### src/hw/csr_pkg.sv
/*
 * constants and types shared by the core state block: status bit positions,
 * register file geometry, pointer addresses, stack pointer reset and opcodes.
 * assumes a single core clock and no bus beyond the documented ports.
 */
package csr_pkg;
   // status register bit positions
   localparam int unsigned ST_IRQ = 7;
   localparam int unsigned ST_TBIT = 6;
   localparam int unsigned ST_HALF = 5;
   localparam int unsigned ST_SIGN = 4;
   localparam int unsigned ST_OVF = 3;
   localparam int unsigned ST_NEG = 2;
   localparam int unsigned ST_ZERO = 1;
   localparam int unsigned ST_CARRY = 0;
   localparam logic [7:0] STATUS_RESET = 8'h00;
   localparam logic [15:0] SP_RESET = 16'h0000;
   // working registers and the pointer pairs (low byte at even address)
   localparam int unsigned REG_COUNT = 32;
   localparam logic [4:0] REG_LAST_ADDR = 5'h1F;
   localparam logic [4:0] PTR_FIRST_ADDR = 5'h1A;
   localparam logic [4:0] PTR_SECOND_ADDR = 5'h1C;
   localparam logic [4:0] PTR_THIRD_ADDR = 5'h1E;
   localparam logic [15:0] DATA_SPACE_REG_TOP = 16'h001F;
   // stack step sizes
   localparam logic [15:0] SP_STEP_BYTE = 16'h0001;
   localparam logic [15:0] SP_STEP_ADDR = 16'h0002;

   // operation that moves the stack pointer
   typedef enum logic [2:0] {
      CSR_SP_NONE, CSR_SP_PUSH, CSR_SP_POP, CSR_SP_CALL, CSR_SP_RET
   } csr_sp_op_t;
   // pointer use in indirect addressing
   typedef enum logic [1:0] {
      CSR_PTR_DISP, CSR_PTR_POSTINC, CSR_PTR_PREDEC
   } csr_ptr_mode_t;
endpackage

### src/hw/csr_rf_if.sv
/*
 * carrier between the core top and its register file.
 * assumes one clock owned by the top; plain combinational request signals.
 */
`timescale 1ns/100ps
interface csr_rf_if;
   logic [4:0] rd_a_addr; // first operand index
   logic [4:0] rd_b_addr; // second operand index
   logic [7:0] rd_a; // first operand
   logic [7:0] rd_b; // second operand
   logic [15:0] rd_w; // pair read at rd_a_addr (even)
   logic wr_en; // byte write
   logic [4:0] wr_addr; // byte write index
   logic [7:0] wr_data; // byte write data
   logic wr_w_en; // pair write
   logic [4:0] wr_w_addr; // pair write index (even)
   logic [15:0] wr_w_data; // pair write data
   logic wr2_en; // second port byte write (pointer update)
   logic [4:0] wr2_addr; // second port index
   logic [7:0] wr2_data; // second port data
   modport core (output rd_a_addr, rd_b_addr, wr_en, wr_addr, wr_data, wr_w_en,
      wr_w_addr, wr_w_data, wr2_en, wr2_addr, wr2_data, input rd_a, rd_b, rd_w);
   modport file (input rd_a_addr, rd_b_addr, wr_en, wr_addr, wr_data, wr_w_en,
      wr_w_addr, wr_w_data, wr2_en, wr2_addr, wr2_data, output rd_a, rd_b, rd_w);
endinterface

### src/hw/csr_regfile.sv
/*
 * 32 x 8 working register file with two asynchronous byte reads, a pair read
 * and byte/pair writes. assumes the top gates writes with its clock enable.
 */
`timescale 1ns/100ps
module csr_regfile (
   input wire logic clk, // core clock
   input wire logic rst_n, // synchronous reset, active low
   csr_rf_if.file rf // access ports
);
   typedef struct packed {
      logic [csr_pkg::REG_COUNT-1:0][7:0] r;
   } csr_rf_state_t;
   csr_rf_state_t q, next_q;

   // reads are combinational so operand fetch, alu and write fit one cycle
   assign rf.rd_a = q.r[rf.rd_a_addr];
   assign rf.rd_b = q.r[rf.rd_b_addr];
   assign rf.rd_w = {q.r[{rf.rd_a_addr[4:1], 1'b1}], q.r[{rf.rd_a_addr[4:1], 1'b0}]};

   // later writes win: pair, then pointer update port, then byte
   always_comb begin
      next_q = q;
      if (rf.wr_w_en) begin
         next_q.r[{rf.wr_w_addr[4:1], 1'b0}] = rf.wr_w_data[7:0];
         next_q.r[{rf.wr_w_addr[4:1], 1'b1}] = rf.wr_w_data[15:8];
      end
      if (rf.wr2_en) begin
         next_q.r[rf.wr2_addr] = rf.wr2_data;
      end
      if (rf.wr_en) begin
         next_q.r[rf.wr_addr] = rf.wr_data;
      end
   end

   always_ff @(posedge clk) begin
      if (!rst_n) begin
         q <= '0;
      end else begin
         q <= next_q;
      end
   end
endmodule

### src/hw/csr_sp.sv
/*
 * stack pointer: two byte registers, push/pop by one, call/return by two.
 * assumes at most one stack operation per cycle; enable gates all state.
 */
`timescale 1ns/100ps
module csr_sp (
   input wire logic clk, // core clock
   input wire logic rst_n, // synchronous reset, active low
   input wire logic ce, // clock enable
   input wire csr_pkg::csr_sp_op_t op, // stack movement
   input wire logic wr_lo, // software write of low byte
   input wire logic wr_hi, // software write of high byte
   input wire logic [7:0] wdata, // software data
   output logic [15:0] sp // current pointer
);
   typedef struct packed {
      logic [15:0] sp;
   } csr_sp_state_t;
   csr_sp_state_t q, next_q;
   assign sp = q.sp;

   // stack grows downward; software byte writes override the movement
   always_comb begin
      next_q = q;
      case (op)
         csr_pkg::CSR_SP_PUSH: next_q.sp = q.sp - csr_pkg::SP_STEP_BYTE;
         csr_pkg::CSR_SP_POP: next_q.sp = q.sp + csr_pkg::SP_STEP_BYTE;
         csr_pkg::CSR_SP_CALL: next_q.sp = q.sp - csr_pkg::SP_STEP_ADDR;
         csr_pkg::CSR_SP_RET: next_q.sp = q.sp + csr_pkg::SP_STEP_ADDR;
         default: next_q.sp = q.sp;
      endcase
      if (wr_lo) begin
         next_q.sp[7:0] = wdata;
      end
      if (wr_hi) begin
         next_q.sp[15:8] = wdata;
      end
   end

   always_ff @(posedge clk) begin
      if (!rst_n) begin
         q.sp <= csr_pkg::SP_RESET;
      end else if (ce) begin
         q <= next_q;
      end
   end

   property p_sp_call;
      @(posedge clk) disable iff (!rst_n)
      (ce && op == csr_pkg::CSR_SP_CALL && !wr_lo && !wr_hi) |=> sp == $past(sp) - 16'h0002;
   endproperty
   a_sp_call: assert property (p_sp_call) else $error("call did not drop sp by two");
   property p_sp_pop;
      @(posedge clk) disable iff (!rst_n)
      (ce && op == csr_pkg::CSR_SP_POP && !wr_lo && !wr_hi) |=> sp == $past(sp) + 16'h0001;
   endproperty
   a_sp_pop: assert property (p_sp_pop) else $error("pop did not raise sp by one");
endmodule

### src/hw/csr_core.sv
/*
 * core state block: status flags, working registers with data-space view,
 * pointer pairs with indirect addressing modes, and the stack pointer.
 * assumes the decoder/alu drives one request set per core clock cycle.
 */
//Contract
// - status flags refresh after every alu operation from its result
// - bit 7 clear blocks every interrupt
// - taking an interrupt clears bit 7; interrupt return sets it
// - set/clear interrupt instructions drive bit 7
// - bit 6 stores a register bit; bit load writes it back
// - bit 5 is half carry from the low nibble
// - bit 4 always equals negative xor overflow; here it is refreshed only on alu updates, so a status write can break it
// - bit 3 is two's complement overflow
// - bit 2 flags a negative result
// - bit 1 flags a zero result
// - bit 0 flags a carry
// - file offers 8/8, 2x8/8, 2x8/16 and 16/16 access patterns
// - register n is data-space address n, 0 to 0x1F
// - registers 26..31 form three pointers, low byte even
// - pointers support displacement, post-increment and pre-decrement
// - stack grows down; byte push minus one, pop plus one
// - call and interrupt entry minus two; returns plus two
// - stack pointer is two read/write bytes resetting to zero
// - operands read, alu done and result written in one cycle
// - core runs on the clock directly, no division
// - fetch overlaps execute, up to one instruction per clock
`timescale 1ns/100ps
module csr_core (
   input wire logic CLK_SYS, // core clock, used undivided
   input wire logic RSTN, // synchronous reset, active low
   input wire logic CE, // clock enable, freezes all state when low
   input wire logic [4:0] RD_A_ADDR, // first operand index
   input wire logic [4:0] RD_B_ADDR, // second operand index
   output logic [7:0] RD_A, // first operand
   output logic [7:0] RD_B, // second operand
   output logic [15:0] RD_W, // pair at RD_A_ADDR, or at the selected pointer while PTR_EN
   input wire logic WR_EN, // byte result write
   input wire logic [4:0] WR_ADDR, // result index
   input wire logic [7:0] WR_DATA, // result byte
   input wire logic WR_W_EN, // pair result write
   input wire logic [4:0] WR_W_ADDR, // pair index
   input wire logic [15:0] WR_W_DATA, // pair result
   input wire logic ALU_UPD, // alu operation completes this cycle
   input wire logic [7:0] ALU_MASK, // status bits this operation affects
   input wire logic [7:0] ALU_RES, // result low byte
   input wire logic ALU_RES_W, // result is 16 bits wide
   input wire logic [15:0] ALU_RES16, // 16-bit result
   input wire logic ALU_C, // carry out
   input wire logic ALU_H, // carry out of low nibble
   input wire logic ALU_V, // two's complement overflow
   input wire logic STATUS_WR, // software write of status
   input wire logic [7:0] STATUS_WDATA, // status write data
   input wire logic IRQ_SET_OP, // set-interrupt instruction
   input wire logic IRQ_CLR_OP, // clear-interrupt instruction
   input wire logic IRQ_PENDING, // some enabled source requests service
   input wire logic IRQ_TAKE, // decoder enters an interrupt
   input wire logic IRQ_RETURN_OP, // return-from-interrupt executes
   input wire logic SUBROUTINE_RETURN_OP, // return from subroutine executes
   input wire logic CALL_OP, // subroutine call executes
   input wire logic PUSH_OP, // byte push
   input wire logic POP_OP, // byte pop
   input wire logic BIT_TO_STORE_OP, // copy a register bit into bit 6
   input wire logic BIT_FROM_STORE_OP, // copy bit 6 into a register bit
   input wire logic [4:0] BIT_REG, // register of the bit copy
   input wire logic [2:0] BIT_SEL, // bit position of the bit copy
   input wire logic SP_WR_LO, // software write, stack pointer low
   input wire logic SP_WR_HI, // software write, stack pointer high
   input wire logic [7:0] SP_WDATA, // stack pointer write data
   input wire logic PTR_EN, // indirect access this cycle
   input wire logic [1:0] PTR_SEL, // which pointer, 0..2
   input wire csr_pkg::csr_ptr_mode_t PTR_MODE, // displacement, post-inc, pre-dec
   input wire logic [5:0] PTR_DISP, // fixed displacement
   output logic [15:0] PTR_ADDR, // data-space address to access
   output logic PTR_IS_REG, // address falls in the register file
   output logic [4:0] PTR_REG_IDX, // register index when it does
   output logic IRQ_ACCEPT, // an interrupt may be taken now
   output logic [7:0] CORE_STATUS_FLAGS, // status register
   output logic [7:0] STACK_POINTER_LOW, // stack pointer low byte
   output logic [7:0] STACK_POINTER_HIGH // stack pointer high byte
);
   // ****************************************************************
   // helpers
   // ****************************************************************
   // maps a pointer number to the index of its low byte
   function automatic logic [4:0] ptr_base(input logic [1:0] sel);
      case (sel)
         2'd0: ptr_base = csr_pkg::PTR_FIRST_ADDR;
         2'd1: ptr_base = csr_pkg::PTR_SECOND_ADDR;
         default: ptr_base = csr_pkg::PTR_THIRD_ADDR;
      endcase
   endfunction

   // ****************************************************************
   // state
   // ****************************************************************
   typedef struct packed {
      logic [7:0] status;
   } csr_core_state_t;
   csr_core_state_t q, next_q;

   csr_rf_if rf ();
   csr_pkg::csr_sp_op_t sp_op;
   logic [15:0] sp;
   logic [15:0] ptr_val;
   logic [15:0] ptr_next;
   logic [4:0] ptr_idx;
   logic ptr_step;
   logic bit_wr;
   logic [7:0] bit_byte;
   logic [7:0] bit_reg_val;
   logic res_neg, res_zero;

   // ****************************************************************
   // register file and stack pointer
   // ****************************************************************
   csr_regfile u_rf (
      .clk(CLK_SYS),
      .rst_n(RSTN),
      .rf(rf)
   );

   // stack step: interrupt entry counts as a call, returns as a return
   always_comb begin
      sp_op = csr_pkg::CSR_SP_NONE;
      if (CALL_OP || IRQ_TAKE) begin
         sp_op = csr_pkg::CSR_SP_CALL;
      end else if (SUBROUTINE_RETURN_OP || IRQ_RETURN_OP) begin
         sp_op = csr_pkg::CSR_SP_RET;
      end else if (PUSH_OP) begin
         sp_op = csr_pkg::CSR_SP_PUSH;
      end else if (POP_OP) begin
         sp_op = csr_pkg::CSR_SP_POP;
      end
   end

   csr_sp u_sp (
      .clk(CLK_SYS),
      .rst_n(RSTN),
      .ce(CE),
      .op(sp_op),
      .wr_lo(SP_WR_LO),
      .wr_hi(SP_WR_HI),
      .wdata(SP_WDATA),
      .sp(sp)
   );
   assign STACK_POINTER_LOW = sp[7:0];
   assign STACK_POINTER_HIGH = sp[15:8];

   // ****************************************************************
   // register file ports, bit copy and pointer update
   // ****************************************************************
   // bit copy reads through port b; its write goes out on the byte port
   assign bit_reg_val = rf.rd_b;
   assign bit_wr = BIT_FROM_STORE_OP;
   always_comb begin
      bit_byte = bit_reg_val;
      bit_byte[BIT_SEL] = q.status[csr_pkg::ST_TBIT];
   end

   // pointer arithmetic; the update goes back through the second port and, for the high byte, the pair port
   assign ptr_idx = ptr_base(PTR_SEL);
   assign ptr_val = rf.rd_w;
   assign ptr_step = PTR_EN && PTR_MODE != csr_pkg::CSR_PTR_DISP;
   always_comb begin
      PTR_ADDR = ptr_val;
      ptr_next = ptr_val;
      case (PTR_MODE)
         csr_pkg::CSR_PTR_DISP: PTR_ADDR = ptr_val + {10'h000, PTR_DISP};
         csr_pkg::CSR_PTR_POSTINC: ptr_next = ptr_val + 16'h0001;
         csr_pkg::CSR_PTR_PREDEC: begin
            ptr_next = ptr_val - 16'h0001;
            PTR_ADDR = ptr_next;
         end
         default: PTR_ADDR = ptr_val;
      endcase
   end
   // registers appear at data-space addresses 0..0x1f
   assign PTR_IS_REG = PTR_ADDR <= csr_pkg::DATA_SPACE_REG_TOP;
   assign PTR_REG_IDX = PTR_ADDR[4:0];

   // one cycle: read, alu outside, write back at this edge
   always_comb begin
      rf.rd_a_addr = PTR_EN ? ptr_idx : RD_A_ADDR;
      rf.rd_b_addr = (BIT_TO_STORE_OP || bit_wr) ? BIT_REG : RD_B_ADDR;
      rf.wr_en = CE && (WR_EN || bit_wr);
      rf.wr_addr = bit_wr ? BIT_REG : WR_ADDR;
      rf.wr_data = bit_wr ? bit_byte : WR_DATA;
      rf.wr_w_en = CE && (WR_W_EN || ptr_step);
      rf.wr_w_addr = WR_W_EN ? WR_W_ADDR : ptr_idx;
      rf.wr_w_data = WR_W_EN ? WR_W_DATA : ptr_next;
      rf.wr2_en = CE && ptr_step;
      rf.wr2_addr = ptr_idx;
      rf.wr2_data = ptr_next[7:0];
   end
   // pointer high byte rides the pair port only when no pair result is pending
   // limitation: a pair result and a pointer step in one cycle, pair wins high byte
   assign RD_A = rf.rd_a;
   assign RD_B = rf.rd_b;
   assign RD_W = rf.rd_w;

   // ****************************************************************
   // status register
   // ****************************************************************
   assign res_neg = ALU_RES_W ? ALU_RES16[15] : ALU_RES[7];
   assign res_zero = ALU_RES_W ? (ALU_RES16 == 16'h0000) : (ALU_RES == 8'h00);

   // software write first, then flag refresh, then interrupt gate events
   always_comb begin
      next_q = q;
      if (STATUS_WR) begin
         next_q.status = STATUS_WDATA;
      end
      if (ALU_UPD) begin
         if (ALU_MASK[csr_pkg::ST_CARRY]) next_q.status[csr_pkg::ST_CARRY] = ALU_C;
         if (ALU_MASK[csr_pkg::ST_ZERO]) next_q.status[csr_pkg::ST_ZERO] = res_zero;
         if (ALU_MASK[csr_pkg::ST_NEG]) next_q.status[csr_pkg::ST_NEG] = res_neg;
         if (ALU_MASK[csr_pkg::ST_OVF]) next_q.status[csr_pkg::ST_OVF] = ALU_V;
         if (ALU_MASK[csr_pkg::ST_HALF]) next_q.status[csr_pkg::ST_HALF] = ALU_H;
      end
      // in every alu update cycle, sign follows negative and overflow whatever touched them
      if (ALU_UPD) begin
         next_q.status[csr_pkg::ST_SIGN] = next_q.status[csr_pkg::ST_NEG]
            ^ next_q.status[csr_pkg::ST_OVF];
      end
      if (BIT_TO_STORE_OP) begin
         next_q.status[csr_pkg::ST_TBIT] = bit_reg_val[BIT_SEL];
      end
      // entry clears the gate; it wins over any set in the same cycle
      if (IRQ_SET_OP || IRQ_RETURN_OP) begin
         next_q.status[csr_pkg::ST_IRQ] = 1'b1;
      end
      if (IRQ_CLR_OP || IRQ_TAKE) begin
         next_q.status[csr_pkg::ST_IRQ] = 1'b0;
      end
   end

   // no push of status on entry: software keeps it
   // one request set taken at each undivided clock edge where CE is high
   always_ff @(posedge CLK_SYS) begin
      if (!RSTN) begin
         q.status <= csr_pkg::STATUS_RESET;
      end else if (CE) begin
         q <= next_q;
      end
   end

   // clear-interrupt blocks an interrupt arriving in the same cycle
   assign IRQ_ACCEPT = IRQ_PENDING && q.status[csr_pkg::ST_IRQ] && !IRQ_CLR_OP;
   assign CORE_STATUS_FLAGS = q.status;

   // ****************************************************************
   // checks
   // ****************************************************************
   property p_gate_blocks;
      @(posedge CLK_SYS) disable iff (!RSTN)
      !CORE_STATUS_FLAGS[7] |-> !IRQ_ACCEPT;
   endproperty
   a_gate_blocks: assert property (p_gate_blocks) else $error("interrupt accepted while gated");
   property p_take_clears;
      @(posedge CLK_SYS) disable iff (!RSTN)
      (CE && IRQ_TAKE) |=> !CORE_STATUS_FLAGS[7];
   endproperty
   a_take_clears: assert property (p_take_clears) else $error("gate not cleared on entry");
   property p_irq_return_op_sets;
      @(posedge CLK_SYS) disable iff (!RSTN)
      (CE && IRQ_RETURN_OP && !IRQ_TAKE && !IRQ_CLR_OP) |=> CORE_STATUS_FLAGS[7];
   endproperty
   a_irq_return_op_sets: assert property (p_irq_return_op_sets) else $error("gate not set on return");
   property p_sign;
      @(posedge CLK_SYS) disable iff (!RSTN)
      $past(CE && ALU_UPD) |-> CORE_STATUS_FLAGS[4] == (CORE_STATUS_FLAGS[2] ^ CORE_STATUS_FLAGS[3]);
   endproperty
   a_sign: assert property (p_sign) else $error("sign is not n xor v");
   property p_zero;
      @(posedge CLK_SYS) disable iff (!RSTN)
      (CE && ALU_UPD && ALU_MASK[1] && !ALU_RES_W && !BIT_TO_STORE_OP)
         |=> CORE_STATUS_FLAGS[1] == ($past(ALU_RES) == 8'h00);
   endproperty
   a_zero: assert property (p_zero) else $error("zero flag wrong");
   property p_carry;
      @(posedge CLK_SYS) disable iff (!RSTN)
      (CE && ALU_UPD && ALU_MASK[0]) |=> CORE_STATUS_FLAGS[0] == $past(ALU_C);
   endproperty
   a_carry: assert property (p_carry) else $error("carry flag wrong");
   property p_tbit;
      @(posedge CLK_SYS) disable iff (!RSTN)
      (CE && BIT_TO_STORE_OP) |=> CORE_STATUS_FLAGS[6] == $past(bit_reg_val[BIT_SEL]);
   endproperty
   a_tbit: assert property (p_tbit) else $error("stored bit wrong");
   property p_reset;
      @(posedge CLK_SYS) !RSTN |=> CORE_STATUS_FLAGS == 8'h00 && sp == 16'h0000;
   endproperty
   a_reset: assert property (p_reset) else $error("reset values wrong");
   // a pointer step must carry or borrow into the high byte
   property p_ptr_step;
      @(posedge CLK_SYS) disable iff (!RSTN)
      (CE && PTR_EN && !WR_W_EN && !WR_EN && !bit_wr
         && (PTR_MODE == csr_pkg::CSR_PTR_POSTINC || PTR_MODE == csr_pkg::CSR_PTR_PREDEC))
         |=> {u_rf.q.r[{$past(ptr_idx[4:1]), 1'b1}], u_rf.q.r[$past(ptr_idx)]}
            == ($past(PTR_MODE == csr_pkg::CSR_PTR_POSTINC) ? $past(ptr_val) + 16'h0001
            : $past(ptr_val) - 16'h0001);
   endproperty
   a_ptr_step: assert property (p_ptr_step) else $error("pointer step lost a byte");
endmodule

### config.mk
export PLATFORM = sky130hd
export DESIGN_NAME = csr_core
export DESIGN_NICKNAME = d
export VERILOG_FILES = /design/src/hw/csr_pkg.sv /design/src/hw/csr_rf_if.sv /design/src/hw/csr_regfile.sv /design/src/hw/csr_sp.sv /design/src/hw/csr_core.sv
export SDC_FILE = /design/constraint.sdc
export NUM_CORES = 2
export LEC_CHECK = 0
export BUFFER_PORTS_ARGS = -buffer_cell sky130_fd_sc_hd__buf_4
export CORE_ASPECT_RATIO = 1.25
export CORE_MARGIN = 2
export CORE_UTILIZATION = 45
export DETAILED_ROUTE_END_ITERATION = 16
export GPL_ROUTABILITY_DRIVEN = 0
export PLACE_DENSITY = 0.63
export SLEW_MARGIN = 20
export SYNTH_ARGS = -nofsm -noshare
export SYNTH_HDL_FRONTEND = slang
export SYNTH_SLANG_ARGS = --single-unit
### constraint.sdc
create_clock -name CLK_SYS -period 9.5 [get_ports CLK_SYS]
set_input_delay 1.9 -clock CLK_SYS [delete_from_list [all_inputs] [get_ports CLK_SYS]]
set_output_delay 1.9 -clock CLK_SYS [all_outputs]
set_load 0.01 [all_outputs]
Yosys cells after proc, flatten, opt, wreduce, memory -nomap -nowiden. Cells that the tools add are included.

Add/subtract/negate cells: 7. $lt $le $gt $ge: 15. Equality and inequality tests: 7. Muxes and demuxes: 58. Bitwise logic cells: 1. Reductions and logical operators: 34.

Operator list (count): 256-bit bitwise mux (4); 256-bit two-way mux (3); 8-bit two-way mux (12); 8-bit binary-select mux with 5-bit select (2); 8-bit demux with 5-bit select (2); 8-bit binary-select mux with 4-bit select (2); 8-bit demux with 4-bit select (2); 16-bit one-hot mux with 2 select lines (2); 16-bit one-hot mux with 4 select lines (1); 5-bit by 6-bit < comparator with 1-bit output (second input constant) (8); 16-bit by 1-bit adder with 16-bit output (second input constant) (2); 16-bit by 1-bit subtractor with 16-bit output (second input constant) (2); 5-bit by 1-bit >= comparator with 1-bit output (second input constant) (4); 5-bit two-way mux (4); 16-bit by 2-bit adder with 16-bit output (second input constant) (1); 16-bit by 6-bit adder with 16-bit output (1); 16-bit by 5-bit less-or-equal comparator with 1-bit output (second input constant) (1); 16-bit logical NOT (1); 16-bit two-way mux (1); 16-bit by 2-bit subtractor with 16-bit output (second input constant) (1); 1-bit two-way mux (14); 1-bit logical AND (11); 2-bit AND reduction (5); 5-bit nonzero test (2); 21 further kinds (34).

Register bits after elaboration: 280. Input port bits: 135. Output and inout port bits: 79. Logic and storage cells: 160.

Logic depth before layout (Yosys ltp).
Depth in word-level cells: 15. Gate-level depth with buffers: 22. Gate-level depth less buffers: 18.

Cells and area by module. Synthesis repeated with hierarchy kept, for this count alone.

Cell total of the unflattened synthesis: 2918. Area total of the unflattened synthesis: 24691.2 µm².

Modules (own cells, without submodules): csr_regfile (times used 1, cells each 2094, area an instance 18988.2 µm², seq. area each 5124.9 µm²); csr_core (times used 1, cells each 485, area an instance 3181.8 µm², seq. area each 160.2 µm²); csr_sp (times used 1, cells each 339, area an instance 2521.2 µm², seq. area each 320.3 µm²).

Worst setup path before layout. Ideal clock, no wire load.

Path type: in2out. Start: input port PTR_SEL[1]. End: output port PTR_IS_REG. Arrival time: 6619 ps. Data required time: 7600 ps. Slack: 981 ps. Stages: 19. Path buffers: 2. Cell sequence: and3b_4 -> nor2_8 -> buf_12 -> buf_12 -> mux4_2 -> a22oi_1 -> nand2_1 -> ha_1 -> fa_1 -> a21o_1 -> a21oi_1 -> o21bai_1 -> a21oi_1 -> nor2_1 -> xor2_1 -> a221o_1 -> or4_1 -> or3_1 -> nor4_2.

Cells in the longest elaborated chain, start to end: 8. Elaborated cells between the ends (all ways): 12. Those cells by class: add/sub (2); order compare (1); eq/ne (1); mux (7); reduce/logical (1).

Ends and longest elaborated chain: start, declared (line csr_core.sv:71) `input wire logic [1:0] PTR_SEL,`; 2-bit by 1-bit == test with 1-bit output / 2-bit logical NOT (equally long branches) (line csr_core.sv:87) `case (sel)`; 3-bit one-hot mux with 2 select lines * (line csr_core.sv:87); 5-bit two-way mux * (line csr_core.sv:184) `rf.rd_a_addr = PTR_EN ? ptr_idx : RD_A_ADDR;`; 8-bit binary-select mux with 4-bit select * (line csr_regfile.sv:19) `assign rf.rd_w = {q.r[{rf.rd_a_addr[4:1], 1'b1}], q.r[{rf.rd_a_addr[4:1], 1'b0}]};`; 8-bit two-way mux (not written as such) * (line csr_regfile.sv:19); net RD_W[0] (line csr_core.sv:37) `output logic [15:0] RD_W,`; 16-bit by 1-bit subtractor with 16-bit output / 16-bit by 6-bit adder with 16-bit output (equally long branches) (line csr_core.sv:172, csr_core.sv:169); 16-bit one-hot mux with 2 select lines * (line csr_core.sv:168) `case (PTR_MODE)`; net PTR_ADDR[8] (line csr_core.sv:74) `output logic [15:0] PTR_ADDR,`; 16-bit by 5-bit less-or-equal comparator with 1-bit output * (line csr_core.sv:179) `assign PTR_IS_REG = PTR_ADDR <= csr_pkg::DATA_SPACE_REG_TOP;`; end, declared (line csr_core.sv:75) `output logic PTR_IS_REG,`.

Mark *: on every way through the listed nets, which the timed path passes. The rest lies on a longest branch. The select of a mux whose other input is x is not followed.

Final worst setup path.
Start: input port PTR_EN. End: output port PTR_IS_REG.

Cells in the longest elaborated chain, start to end: 6. Elaborated cells between the ends (all ways): 9. Those cells by class: add/sub (2); order compare (1); mux (6).

Ends and longest elaborated chain: start, declared (line csr_core.sv:70) `input wire logic PTR_EN,`; 5-bit two-way mux * (line csr_core.sv:184); 8-bit binary-select mux with 4-bit select (line csr_regfile.sv:19); 8-bit two-way mux (not written as such) (line csr_regfile.sv:19); 16-bit by 1-bit subtractor with 16-bit output / 16-bit by 6-bit adder with 16-bit output (equally long branches) (line csr_core.sv:172, csr_core.sv:169); 16-bit one-hot mux with 2 select lines * (line csr_core.sv:168); 16-bit by 5-bit less-or-equal comparator with 1-bit output * (line csr_core.sv:179).

Every way passes the cells marked *; elsewhere a longest branch is shown, timed or not. The select of a mux whose other input is x is not followed.

==> metrics.json <==
{
  "cts.sinks": {"value": 280},
  "worstSetupEndpoint": {"value": "PTR_IS_REG"},
  "groute.usage.overall": {"value": 0.378},
  "grt_use_met2": {"value": 0.598},
  "slew_viol_final": {"value": 0},
  "total_routed_length": {"value": 106000, "unit": "um"},
  "synth_cell_type_count": {"value": 94},
  "postCtsHoldBufs": {"value": 0},
  "yosys-top-cells-area": {"value": "sky130_fd_sc_hd__dfxtp_1, sky130_fd_sc_hd__mux4_2, sky130_fd_sc_hd__nand2_1, sky130_fd_sc_hd__a211oi_1, sky130_fd_sc_hd__nor2_1"},
  "synth.cell_area": {"value": 0.0234, "unit": "mm2"},
  "worst_clock_skew": {"value": 0.0122, "unit": "ns"},
  "cap_viol_max_count": {"value": 0},
  "total_number_of_cells_along_the_worst_setup_path": {"value": 20},
  "fraction_of_met3_tracks_used_by_global_routing": {"value": 0.0796},
  "vdd_drop_max": {"value": 0.000142, "unit": "V"},
  "timing.max_slew.rel_slack": {"value": 0.142},
  "timing.rr.start": {"value": "u_rf.q[65]$_SDFF_PN0_"},
  "postCtsSetupRepairBufs": {"value": 0},
  "worst-endpoint-required": {"value": 7.60, "unit": "ns"},
  "core_area": {"value": 0.0515, "unit": "mm2"},
  "finish.instance_area": {"value": 0.0267, "unit": "mm2"},
  "grt_pass1_vias": {"value": 24611},
  "setup_repair_after_global_routing_missed_its_margin": {"value": "no"},
  "path_clk_slew": {"value": 0.06, "unit": "ns"},
  "syn-instance-count": {"value": 3144},
  "finalHoldViolCount": {"value": 0},
  "floorplan.initialDensity": {"value": 0.455},
  "layout.cells.most_common": {"value": "sky130_fd_sc_hd__nand2_1"},
  "die_width": {"value": 208, "unit": "um"},
  "achievable-frequency": {"value": 110, "unit": "MHz"},
  "timing.final.crit_period": {"value": 9.13, "unit": "ns"},
  "setup_tns": {"value": 0, "unit": "ns"},
  "yosys.area.top_type": {"value": "sky130_fd_sc_hd__dfxtp_1"},
  "std_cell_rows": {"value": 93},
  "vias_per_cell": {"value": 6.91},
  "worst_r2r_endpoint": {"value": "u_rf.q[52]$_SDFF_PN0_"},
  "drtAntennaViolNets": {"value": 0},
  "p_total": {"value": 0.00369, "unit": "W"},
  "layout_cell_share_with_drive_strength_beyond_1": {"value": 0.171},
  "setup.worst_path.end_class": {"value": "output port"},
  "worst_hold_path_type": {"value": "register to register"},
  "ys_ff_latch": {"value": 280},
  "synth_enable_flop_cells": {"value": 0},
  "cts-buffers-inserted": {"value": 31},
  "slowest_delay": {"value": 0.47, "unit": "ns"},
  "gr-total-overflow": {"value": 0},
  "synth_largest_type_area_fraction": {"value": 0.239},
  "tritoncts": {"value": "yes"},
  "synthFlopType": {"value": "sky130_fd_sc_hd__dfxtp_1"},
  "syn_avg_cell_area": {"value": 7.46, "unit": "um2"},
  "syn_nets": {"value": 3320},
  "leakage_power_of_the_design": {"value": 9.83, "unit": "nW"},
  "io_pins": {"value": 214},
  "setup.worst_path.start": {"value": "PTR_EN"},
  "status": {"value": "completed"},
  "period_share": {"value": 0.961},
  "setup_slack": {"value": 0.371, "unit": "ns"},
  "pin_count_of_the_biggest_net_entering_global_routing": {"value": 168},
  "critical_path.slowest_cell": {"value": "sky130_fd_sc_hd__mux2i_1"},
  "ff2ff_setup_slack": {"value": 5.16, "unit": "ns"},
  "cts-htree-levels": {"value": 1},
  "critPathKind": {"value": "input port to output port"},
  "p_per_area": {"value": 138, "unit": "mW/mm2"},
  "global_route_layer_with_the_greatest_usage": {"value": "met2"},
  "overall_via_count_from_detail_route": {"value": 26819},
  "route.detailed.drc": {"value": 0},
  "synth.yosys.warnings": {"value": 0},
  "final_cell_mix": {"value": "sky130_fd_sc_hd__nand2_1, sky130_fd_sc_hd__nor2_1, sky130_fd_sc_hd__buf_4"},
  "fillers": {"value": 4940},
  "critical_path_peak_fanout": {"value": 30},
  "chipHeight": {"value": 259, "unit": "um"},
  "later_pin_clock_latency_in_the_skew_report": {"value": 0.61, "unit": "ns"},
  "multi_input_comb_area": {"value": 0.0167, "unit": "mm2"},
  "global_route_wire_length_before_repair": {"value": 157000, "unit": "um"},
  "timing.critical_path.from_type": {"value": "input port"},
  "met1_grt_util": {"value": 0.463},
  "placedInstanceArea": {"value": 0.0255, "unit": "mm2"},
  "footprint_of_the_flip_flops_and_latches": {"value": 0.00561, "unit": "mm2"},
  "portBuffers": {"value": 209},
  "clockBufferDepth": {"value": 3},
  "wire_per_inst": {"value": 27.3, "unit": "um"},
  "detail_route.first_pass.iterations": {"value": 7},
  "worstPathCellList": {"value": "buf_4 -> and3b_4 -> nor2_8 -> buf_12 -> mux2i_1 -> a221oi_1 -> a32o_1 -> nor2_1 -> inv_1 -> ha_1 -> o21ai_0 -> nand2b_1 -> a21oi_1 -> nor2_1 -> xnor2_1 -> a221o_1 -> or4_1 -> or3_1 -> nor4_2 -> buf_4"},
  "ff2ff_path_depth": {"value": 13},
  "top_delay_family_on_crit_path": {"value": "simple AND/OR/NAND/NOR gates"},
  "worstMarginPinSlew": {"value": 1.28, "unit": "ns"},
  "seq_area_frac_synth": {"value": 0.239},
  "post-place-ws": {"value": 0.415, "unit": "ns"},
  "synth-async-reset-ratio": {"value": 0},
  "crit_arrival": {"value": 7.23, "unit": "ns"},
  "finish.net_count": {"value": 3369},
  "die-area": {"value": 0.0540, "unit": "mm2"},
  "detail_route.iter0.violations": {"value": 4350},
  "cp_bufs_invs": {"value": 4},
  "finalSetupViolCount": {"value": 0},
  "area.growth.synth_to_final": {"value": 14.0, "unit": "%"},
  "cts-root-buf": {"value": "sky130_fd_sc_hd__clkbuf_16"},
  "post_cts_resized": {"value": 0},
  "detailed_place_hpwl": {"value": 77800, "unit": "um"},
  "antenna_found_initial": {"value": 5}
}
[cell families after synthesis]
| kind of cell | count (synthesis) | synth area share |
|---|---|---|
| multiplexers | 228 | 0.156 |
| AND/OR/NAND/NOR | 1387 | 0.259 |
| adder cells (fa/ha/maj) | 41 | 0.0228 |
| AO/OA/AOI/OAI | 850 | 0.251 |
| buffers and inverters | 311 | 0.0550 |
| flip-flops | 280 | 0.239 |
| XOR/XNOR | 47 | 0.0176 |
[synthesized netlist by cell type (18+ instances only)]
cell type                  instances
sky130_fd_sc_hd__o21ai_0         116
sky130_fd_sc_hd__and2_1           28
sky130_fd_sc_hd__a32o_1           18
sky130_fd_sc_hd__a22oi_1          21
sky130_fd_sc_hd__a21oi_1         196
sky130_fd_sc_hd__a31oi_1          30
sky130_fd_sc_hd__a32oi_1          18
sky130_fd_sc_hd__xnor2_1          25
sky130_fd_sc_hd__xor2_1           22
sky130_fd_sc_hd__mux2_2           41
sky130_fd_sc_hd__ha_1             38
sky130_fd_sc_hd__a21o_1           21
sky130_fd_sc_hd__nand2_1         561
sky130_fd_sc_hd__nor3_1           31
sky130_fd_sc_hd__a311oi_1         67
sky130_fd_sc_hd__nor2_1          436
sky130_fd_sc_hd__dfxtp_1         280
sky130_fd_sc_hd__inv_1            31
sky130_fd_sc_hd__a211oi_1        224
sky130_fd_sc_hd__nand3_1         168
sky130_fd_sc_hd__clkbuf_1        230
sky130_fd_sc_hd__mux2i_1          81
sky130_fd_sc_hd__and3_1           60
sky130_fd_sc_hd__o21a_1           25
sky130_fd_sc_hd__mux4_2          106
[stage by stage]
step | hold slack [ns] | cells | util
after global placement | 0.487 | 3822 | 0.495
after CTS | 0.513 | 3875 | 0.517
final | 0.511 | 3881 | 0.519
after global routing | 0.531 | 3881 | 0.519
after detailed placement | 0.502 | 3822 | 0.495
after floorplan | 0.478 | 3144 | -
[worst min path at each step]
stage,from,endpoint,slack (ns),depth (start not counted)
2_1_floorplan,u_rf.q[109]$_SDFF_PN0_,u_rf.q[109]$_SDFF_PN0_,0.48,2
3_3_place_gp,CORE_STATUS_FLAGS[4]$_SDFFE_PN0P_,CORE_STATUS_FLAGS[4]$_SDFFE_PN0P_,0.49,2
3_5_place_dp,u_sp.sp[11]$_SDFFE_PN0P_,u_sp.sp[11]$_SDFFE_PN0P_,0.50,2
4_1_cts,u_sp.sp[11]$_SDFFE_PN0P_,u_sp.sp[11]$_SDFFE_PN0P_,0.51,2
5_1_grt,u_rf.q[118]$_SDFF_PN0_,u_rf.q[118]$_SDFF_PN0_,0.53,2
6_report,u_sp.sp[11]$_SDFFE_PN0P_,u_sp.sp[11]$_SDFFE_PN0P_,0.51,2
[flip-flops by register name (all words and copies together), names as in the netlist]
register and count:
CORE_STATUS_FLAGS 8, u_rf.q 256, u_sp.sp 16
[routing by layer]
metal / wire [um] / part of all wire / vias up
li1: - / - / 11673
met1: 38200 / 0.36 / 12650
met2: 46600 / 0.44 / 2030
met3: 12500 / 0.12 / 462
met4: 8630 / 0.081 / 4
met5: 27 / 0.00025 / -
[cell type report]
cell class                      instances  area share
Antenna cell                            3    0.000281
Clock buffer                           40      0.0318
Clock inverter                         13     0.00941
Inverter                               36     0.00534
Multi-Input combinational cell       2553       0.626
Sequential cell                       280       0.210
Tap cell                              665      0.0311
Timing Repair Buffer                  291      0.0859
[worst min-delay path: stages (launching register included)]
cell                      delay [ns]
sky130_fd_sc_hd__dfxtp_1        0.35
sky130_fd_sc_hd__nand2_1        0.07
sky130_fd_sc_hd__a21oi_1        0.05
[where the power goes]
part	total, W	switching (W)	leakage (nW)	internal (W)
registers	0.00125	0.0000451	2.27	0.00121
logic	0.00107	0.000670	7.03	0.000401
clock network	0.00136	0.000550	0.528	0.000814
total	0.00369	0.00127	9.83	0.00242
No activity file was read; power rests on OpenSTA's default activity.
